==> config.mk <==
export PLATFORM = sky130hd
export DESIGN_NAME = pciu_top
export DESIGN_NICKNAME = d
export VERILOG_FILES = /design/src/pciu_pkg.sv /design/src/pciu_top.sv
export SDC_FILE = /design/constraint.sdc
export NUM_CORES = 1
export LEC_CHECK = 0
export BUFFER_PORTS_ARGS = -buffer_cell sky130_fd_sc_hd__clkbuf_2
export CAP_MARGIN = 20
export CORE_UTILIZATION = 40
export DETAILED_ROUTE_END_ITERATION = 8
export GPL_TIMING_DRIVEN = 1
export PLACE_DENSITY = 0.74
export SYNTH_ARGS = -nofsm -noshare
export SYNTH_HDL_FRONTEND = slang
export SYNTH_SLANG_ARGS = --single-unit
==> constraint.sdc <==
create_clock -name clk -period 2 [get_ports clk]
set_clock_uncertainty 0.2 [all_clocks]
set_input_delay 0.3 -clock clk [delete_from_list [all_inputs] [get_ports clk]]
set_output_delay 0.3 -clock clk [all_outputs]
set_load 0.05 [all_outputs]
==> src/pciu_pkg.sv <==
// Purpose: constants and types for the pin change interrupt unit
// Assumes: cpu register port with separate rd and wr strobes and an i/o space select
// Notes:   offsets are data-space unless named as i/o
// Behaviour
// - group 2 change raises group 2 interrupt
// - group 1 change raises group 1 interrupt
// - group 0 change raises group 0 interrupt
// - each group requests its own vector
// - change sets group flag, bits 2..0
// - vector only when flag, enable, global set
// - flag clears when its routine starts
// - writing one clears flag, zero keeps
// - group 2 mask at 0x6d, per-pin enables
// - group 1 mask at 0x6c, bit 7 absent
// - group 0 mask at 0x6b, eight enables
// - flag register at 0x3b and i/o 0x1b
// - short i/o address is data minus 0x20
// - group enable register at 0x68, bits 2..0
package pciu_pkg;
  localparam logic [7:0] FLAGS_OFS      = 8'h3b;
  localparam logic [7:0] IO_BIAS        = 8'h20;
  localparam logic [7:0] IO_LAST        = 8'h3f;
  localparam logic [7:0] GROUP_EN_OFS   = 8'h68;
  localparam logic [7:0] MASK0_OFS      = 8'h6b;
  localparam logic [7:0] MASK1_OFS      = 8'h6c;
  localparam logic [7:0] MASK2_OFS      = 8'h6d;
  localparam logic [7:0] REG_RESET      = 8'h00;
  localparam logic [2:0] GROUP_BITS     = 3'h7;
  localparam logic [7:0] MASK0_BITS     = 8'hff;
  localparam logic [7:0] MASK1_BITS     = 8'h7f;
  localparam logic [7:0] MASK2_BITS     = 8'hff;
  localparam int         NUM_GROUPS     = 3;

  typedef struct packed {
    logic       rd;
    logic       wr;
    logic       io_space;
    logic [7:0] addr;
    logic [7:0] wdata;
  } pciu_req_s;

  typedef struct packed {
    logic [2:0] enable;
    logic [2:0] flag;
    logic [7:0] mask0;
    logic [7:0] mask1;
    logic [7:0] mask2;
  } pciu_regs_s;
endpackage

==> src/pciu_top.sv <==
// Purpose: pin change interrupt unit, three groups of watched pins
// Assumes: pins synchronous to clk; cpu acknowledges a vector with a one-cycle pulse
// Notes:   read data is registered, valid the cycle after the read strobe
`timescale 1ns/1ps
module pciu_top
(
  input  wire logic                clk,
  input  wire logic                rstn,
  input  wire pciu_pkg::pciu_req_s req,
  output logic [7:0]               rdata,
  input  wire logic                global_int_enable,
  input  wire logic [23:0]         watched_pin_n,
  input  wire logic [2:0]          vector_ack,
  output logic [2:0]               group_vector_req
);
  pciu_pkg::pciu_regs_s regs_q;
  pciu_pkg::pciu_regs_s regs_d;
  logic [23:0]          pin_prev_q;
  logic [23:0]          pin_prev_d;
  logic                 primed_q;
  logic                 primed_d;
  logic [7:0]           rdata_q;
  logic [7:0]           rdata_d;
  logic [2:0]           vreq_q;
  logic [2:0]           vreq_d;
  logic [7:0]           daddr;
  logic                 wr_flags;
  logic                 wr_enable;
  logic [2:0]           wr_mask;
  logic                 rd_flags;
  logic                 rd_enable;
  logic [2:0]           rd_mask;
  logic [23:0]          mask_all;
  logic [23:0]          pin_diff;
  logic [2:0]           change;
  logic [2:0]           flag_clear;
  logic [2:0]           arm;

  // short i/o space maps into data space with the fixed bias; beyond 0x3f nothing decodes
  function automatic logic [7:0] to_data_addr(input pciu_pkg::pciu_req_s r);
    logic [7:0] biased;
    biased = 8'(r.addr + pciu_pkg::IO_BIAS);
    if (!r.io_space)
    begin
      return r.addr;
    end
    // the extended registers sit above the i/o window, so an i/o access never reaches them
    if (r.addr > pciu_pkg::IO_LAST)
    begin
      return 8'h00;
    end
    return biased;
  endfunction

  function automatic logic hit(input logic [7:0] a, input logic [7:0] ofs);
    return a == ofs;
  endfunction

  function automatic logic [7:0] mask_ofs(input int grp);
    logic [7:0] ofs;
    case (grp)
      0:       ofs = pciu_pkg::MASK0_OFS;
      1:       ofs = pciu_pkg::MASK1_OFS;
      default: ofs = pciu_pkg::MASK2_OFS;
    endcase
    return ofs;
  endfunction

  function automatic logic [7:0] mask_bits(input int grp);
    logic [7:0] bits;
    case (grp)
      0:       bits = pciu_pkg::MASK0_BITS;
      1:       bits = pciu_pkg::MASK1_BITS;
      default: bits = pciu_pkg::MASK2_BITS;
    endcase
    return bits;
  endfunction

  function automatic logic [7:0] mask_of(input pciu_pkg::pciu_regs_s r, input int grp);
    logic [7:0] m;
    case (grp)
      0:       m = r.mask0;
      1:       m = r.mask1;
      default: m = r.mask2;
    endcase
    return m;
  endfunction

  // a selected write replaces the field; unimplemented bits stay zero whatever is written
  function automatic logic [7:0] field_write(input logic [7:0] old,
                                             input logic       sel,
                                             input logic [7:0] wdata,
                                             input logic [7:0] bits);
    logic [7:0] nxt;
    nxt = old;
    if (sel)
    begin
      nxt = wdata & bits;
    end
    return nxt;
  endfunction

  assign daddr     = to_data_addr(req);
  assign wr_flags  = req.wr & hit(daddr, pciu_pkg::FLAGS_OFS);
  assign wr_enable = req.wr & hit(daddr, pciu_pkg::GROUP_EN_OFS);
  assign rd_flags  = req.rd & hit(daddr, pciu_pkg::FLAGS_OFS);
  assign rd_enable = req.rd & hit(daddr, pciu_pkg::GROUP_EN_OFS);

  // group 1 occupies pins 14:8 only; pin 15 has no mask bit so it never counts
  genvar g;
  generate
    for (g = 0; g < pciu_pkg::NUM_GROUPS; g++)
    begin : g_group
      assign wr_mask[g]         = req.wr & hit(daddr, mask_ofs(g));
      assign rd_mask[g]         = req.rd & hit(daddr, mask_ofs(g));
      assign mask_all[8*g +: 8] = mask_of(regs_q, g);
      assign pin_diff[8*g +: 8] = watched_pin_n[8*g +: 8] ^ pin_prev_q[8*g +: 8];
      assign change[g]          = primed_q &
                                  (|(pin_diff[8*g +: 8] & mask_all[8*g +: 8]));
      // a one written to the flag bit or the cpu entering the routine clears it
      assign flag_clear[g]      = (wr_flags & req.wdata[g]) | vector_ack[g];
      assign arm[g]             = regs_d.enable[g] & global_int_enable;
    end
  endgenerate

  // register file: masks and group enables follow the cpu, flags follow pins and cpu
  always_comb
  begin
    regs_d       = regs_q;
    regs_d.mask0 = field_write(regs_q.mask0, wr_mask[0], req.wdata, mask_bits(0));
    regs_d.mask1 = field_write(regs_q.mask1, wr_mask[1], req.wdata, mask_bits(1));
    regs_d.mask2 = field_write(regs_q.mask2, wr_mask[2], req.wdata, mask_bits(2));
    if (wr_enable)
    begin
      regs_d.enable = req.wdata[2:0] & pciu_pkg::GROUP_BITS;
    end
    // hardware set comes last so a same-cycle change beats either clear
    regs_d.flag  = (regs_q.flag & ~flag_clear) | change;
  end

  always_ff @(posedge clk)
  begin
    if (!rstn)
    begin
      regs_q <= '0;
    end
    else
    begin
      regs_q <= regs_d;
    end
  end

  // the first cycle after reset only primes the previous sample, so reset is no change
  always_comb
  begin
    pin_prev_d = watched_pin_n;
    primed_d   = 1'h1;
  end

  always_ff @(posedge clk)
  begin
    if (!rstn)
    begin
      pin_prev_q <= 24'h000000;
      primed_q   <= 1'h0;
    end
    else
    begin
      pin_prev_q <= pin_prev_d;
      primed_q   <= primed_d;
    end
  end

  // read data is held until the next read; unmapped addresses read zero
  always_comb
  begin
    rdata_d = rdata_q;
    if (req.rd)
    begin
      rdata_d = 8'h00;
      if (rd_flags)
      begin
        rdata_d = {5'h00, regs_q.flag};
      end
      if (rd_enable)
      begin
        rdata_d = {5'h00, regs_q.enable};
      end
      for (int i = 0; i < pciu_pkg::NUM_GROUPS; i++)
      begin
        if (rd_mask[i])
        begin
          rdata_d = mask_all[8*i +: 8];
        end
      end
    end
  end

  always_ff @(posedge clk)
  begin
    if (!rstn)
    begin
      rdata_q <= pciu_pkg::REG_RESET;
    end
    else
    begin
      rdata_q <= rdata_d;
    end
  end

  // one request line per group, so the cpu tells the sources apart; an ack drops the line
  // at once so the same flag cannot vector twice
  always_comb
  begin
    vreq_d = regs_d.flag & arm & ~vector_ack;
  end

  always_ff @(posedge clk)
  begin
    if (!rstn)
    begin
      vreq_q <= 3'h0;
    end
    else
    begin
      vreq_q <= vreq_d;
    end
  end

  assign rdata            = rdata_q;
  assign group_vector_req = vreq_q;
endmodule

# Word level (Yosys, flattened, before mapping)
# Index checks and enable logic that the tools add are counted.
# Widths: inputs -> output; s select.
[totals]
ff_bits = 65
inputBits = 49
output_inout_bits = 11
word_cells = 66
[classes]
addsub = 1
order_cmp = 1
eq_ne = 5
mux = 13
bitwise = 34
n_reduce_logical = 3
[ops]
columns = ["cell", "n"]
rows = [
  ["$mux 8", 8],
  ["$eq 8x7->1 const B", 4],
  ["$reduce_or 8->1", 3],
  ["$xor 8x8->8", 3],
  ["$and 1x1->1", 19],
  ["$and 8x8->8", 2],
  ["$and 3x3->3", 3],
  ["$add 8x6->8 const B", 1],
  ["$and 8x7->8", 1],
  ["$eq 8x6->1 const B", 1],
  ["$gt 8x6->1 const B", 1],
  ["$mux 3", 2],
  ["$not 3->3", 2],
  ["$mux 1", 3],
  ["$or 1x1->1", 3],
  ["$or 3x3->3", 1],
]

# Depth between registers and ports, before layout
[depth]
word_depth = 14
ltp_mapped = 7
ltp_nobuf = 6

# Worst setup path before layout
# No wires, ideal clock.
[synth_path]
path_kind = "in2reg"
startpoint = "input port req[13] (netlist name)"
endpoint = "register vreq_q[1] (netlist: group_vector_req[1])"
setup_time_ns = 0.117
t_arrival_ns = 1.763
required_time_ns = 1.683
slack_ns = -0.080
cell_stages = 6
path_buffers = 0
path_cell_list = "ha_1 > nand4bb_4 > o31ai_4 > nor3b_4 > mux2i_1 > and4bb_1"
[synth_via]
elab_chain_len = 14
elab_cells_between_ends = 21
cone_classes = "add/sub (1); order compare (1); eq/ne (2); mux (7); bitwise (10)"
[synth_rtl]
columns = ["element", "line", "source"]
rows = [
  ["from (decl)", "pciu_top.sv:9", "input wire pciu_pkg::pciu_req_s req,"],
  ["$gt 8x6->1", "pciu_top.sv:48", "if (r.addr > pciu_pkg::IO_LAST)"],
  ["$mux 1 (2 in a row)", "pciu_top.sv:48", ""],
  ["$mux 8", "pciu_top.sv:52", "return biased;"],
  ["$mux 8 *", "pciu_top.sv:48", ""],
  ["$eq 8x6->1", "pciu_top.sv:56", "return a == ofs;"],
  ["$and 1x1->1", "pciu_top.sv:104", "assign wr_flags = req.wr & hit(daddr, pciu_pkg::FLAGS_OFS);"],
  ["$and 1x1->1", "pciu_top.sv:121", "assign flag_clear[g] = (wr_flags & req.wdata[g]) | vector_ack[g];"],
  ["$or 1x1->1", "pciu_top.sv:121", ""],
  ["$not 3->3", "pciu_top.sv:138", "regs_d.flag = (regs_q.flag & ~flag_clear) | change;"],
  ["$and 3x3->3", "pciu_top.sv:138", ""],
  ["$or 3x3->3", "pciu_top.sv:138", ""],
  ["$and 3x3->3 * (2 in a row)", "pciu_top.sv:215", "vreq_d = regs_d.flag & arm & ~vector_ack;"],
  ["to (signal assigned)", "pciu_top.sv:226", "vreq_q <= vreq_d;"],
  ["to (decl)", "pciu_top.sv:24", "logic [2:0] vreq_q;"],
]
# Mark *: on every way between the ends. The rest lies on a longest branch, timed or not. The select of a mux whose other input is x is not followed.
# A chain may end at the register's enable or synchronous reset.

# Worst setup path after layout
[layout_path]
startpoint = "input port watched_pin_n[11]"
endpoint = "register vreq_q[1] (netlist: group_vector_req[1])"
[layout_via]
elab_chain_len = 7
[layout_rtl]
columns = ["element", "line", "source"]
rows = [
  ["from (decl)", "pciu_top.sv:12", "input wire logic [23:0] watched_pin_n,"],
  ["$xor 8x8->8", "pciu_top.sv:117", "assign pin_diff[8*g +: 8] = watched_pin_n[8*g +: 8] ^ pin_prev_q[8*g +: 8];"],
  ["$and 8x7->8", "pciu_top.sv:119", "(|(pin_diff[8*g +: 8] & mask_all[8*g +: 8]));"],
  ["$reduce_or 8->1", "pciu_top.sv:119", ""],
  ["$and 1x1->1", "pciu_top.sv:118", "assign change[g] = primed_q &"],
  ["$or 3x3->3", "pciu_top.sv:138", ""],
  ["$and 3x3->3 (2 in a row)", "pciu_top.sv:215", ""],
]
# Every way passes these cells.

==> results.cfg <==
[floorplan]
fp.dieH_um = 87.83
initial_utilization_pct = 42.43
die_area_mm2 = 0.007713
ioPinCount = 60
chipWidth_um = 87.83
coreArea_mm2 = 0.006944
num_rows = 30

[worst_setup_path]
rr_startpoint = pin_prev_q[11]
cp-start-kind = input pin
critPathArrivalTime_ps = 1970
critPathLaunch = watched_pin_n[11]
path_class = in2reg
critPathRequiredTime_ps = 2030
worstPathMaxFanout = 2
critPathCaptureType = flip-flop

[final_layout]
multi_input_comb_area_mm2 = 0.001617
layout_commonest_cell = dfxtp_1
drive_above_1_share_pct = 27.44
fill_cells = 623
regArea_mm2 = 0.001281
syn_to_final_growth_pct = 34.10
postLayoutCoreUtil_pct = 56.90
fin_nets = 435
final_cell_mix = 64 x dfxtp_1, 58 x clkbuf_2, 29 x nor2b_1
antenna_cells = 0

[clock_tree]
cts_resized = 0
clkSlewWorstSetupHoldPaths_ps = 70
root_buffer = clkbuf_8
cts_buffers = 9
h-tree-depth = 3
cts_tree = built
clkLatencyLatePin_ps = 350
cts_sinks = 64
clock_path_buffers = 2

[route]
wl_met1_um = 3180
vias_per_cell = 4.992
postRouteAntennaNets = 0
route.detailed.drc = 0
wl_per_cell_um = 14.02
wl_met2_um = 3256
highest_layer = met4
dr_wl_met3_um = 271
drtPass1Iterations = 4
wirelength_um = 6813
vias = 2426
drt-initial-drc-count = 224

[global_route]
track_usage_pct = 19.07
grt_max_degree = 32
overflow = 0
grt_pass1_vias = 2306
grt_pass1_wl_um = 10980
antenna_found_initial = 0

[yosys]
synth_area_mm2 = 0.002947
synthDistinctLibCells = 44
syn_area_per_cell_um2 = 10.34
synthArstFlopShare_pct = 0
synth_area_leaders = dfxtp_1 43%, mux2i_1 8.8%, xor2_1 6.8%
synthDominantCellAreaShare_pct = 43.48
yosysWarnings = 0
syn-instance-count = 285
syn_nets = 335
synthFlopType = dfxtp_1
synth-seq-cells = 64
synth_seq_area_share_pct = 43.48
yosysTopAreaCell = dfxtp_1
synth_edf_count = 0

[hold_path]
hold_path_class = in2reg
hp-start = global_int_enable

[power]
irDropWorstVdd_uv = 377.8
power.density_mw_per_mm2 = 728.4
leakage_nw = 1.698

[placed_design]
detailed_place_hpwl_um = 4936
routabilityCongestion = 0.8511
io_buffers = 58

[sta]
max_slew_margin_pct = 79.30
min_period_ps = 1940
rsz0062_at_grt = false
finalMaxSlewViolations = 0
hold_viol = 0
hold_slack_ps = 24.83
post-route-period-util_pct = 97.01
worst_slew_pin_slew_ps = 310.5
fin_setup_tns_ps = 0
max_freq_mhz = 515.4
setup-violations-final = 0

[flow_run]
max_cap_viol_count = 0

[run_status]
status = completed
## cell type report
cell class	count	share of cell area, %
clock buffers	10	3.483
clock inverters	6	2.343
well taps	96	3.040
flip-flops and latches	64	32.43
repair buffers	102	17.80
multi-input cells	208	40.91
## through the flow
| stage | area, um2 | power [mW] | cells | setup slack [ps] |
|---|---|---|---|---|
| 6_report | 3951 | 2.878 | 486 | 59.81 |
| 5_1_grt | 3951 | 2.999 | 486 | 18.60 |
| 4_1_cts | 3951 | 2.912 | 486 | 46.24 |
| 3_5_place_dp | 3491 | 1.613 | 447 | -228.5 |
| 3_3_place_gp | 3491 | 1.608 | 447 | -193.6 |
| 2_1_floorplan | 2959 | 1.489 | 285 | -72.32 |
## state kept, by name, summed over array words and instances (netlist names)
name and cells:
mask_all 23, pin_prev_q 23, rdata 8, regs_q 6
group_vector_req 3, primed_q 1
## cells in the mapped netlist, types with 2 or more instances
master and instances:
nand2_1 11, nand3_1 10, dfxtp_1 64, a31oi_1 5, nor3b_1 2, mux2i_1 26
and4b_1 2, clkbuf_1 9, nor3b_4 2, a22oi_1 14, nor2_1 4, xor2_1 23
o221ai_1 5, o221ai_2 2, a21o_1 3, o211ai_1 3, nor2b_1 29, and2_1 25
and4bb_1 2, and3_1 2, o21ai_0 2, a2bb2oi_1 3, nand2b_1 6, a22o_1 3
nand4_1 5, a21oi_1 5
## cells by family (layout without fill, tap and decap cells)
group                    count (synthesis)  after routing  synth area share [%]
adder cells (fa/ha/maj)                  1              1                0.4246
XOR/XNOR                                23             23                 6.836
multiplexers                            26             26                 8.832
AND/OR/NAND/NOR                        109            109                 24.97
buffers and inverters                   13            118                 2.080
flip-flops                              64             64                 43.48
AO/OA/AOI/OAI                           49             49                 13.38
## worst max-delay path, cell delays in order
cell	delay, ps
dlygate4sd3_1	530
clkbuf_2	120
xor2_1	140
a222oi_1	350
nand3_1	150
a22o_1	210
and4bb_1	180
## routing by layer
layer / vias to the layer above / global-route usage, %
met5: - / 0
met4: 0 / 8.495
met3: 10 / 4.524
met2: 63 / 31.08
met1: 1121 / 23.96
li1: 1232 / -
## where the power goes
part / leakage (nW) / internal [mW] / switching, mW
logic: 1.07 / 0.155 / 0.146
registers: 0.523 / 1.30 / 0.0133
clock network: 0.109 / 0.739 / 0.520
## repair_timing
| item | 4_1_cts | 5_1_grt |
|---|---|---|
| buffers inserted | 0 | 0 |
| hold buffers | 23 | 0 |
| hold endpoints to repair | 23 | 0 |
## worst paths after layout
kind | cells after the start | slack, ps | endpoint
hold / removal | 3 | 20 | group_vector_req[0]
hold reg to reg | 2 | 310 | rdata[2]
setup reg to reg | 5 | 340 | group_vector_req[1]
setup / recovery | 7 | 60 | group_vector_req[1]
Power figures use the tool's default switching activity.
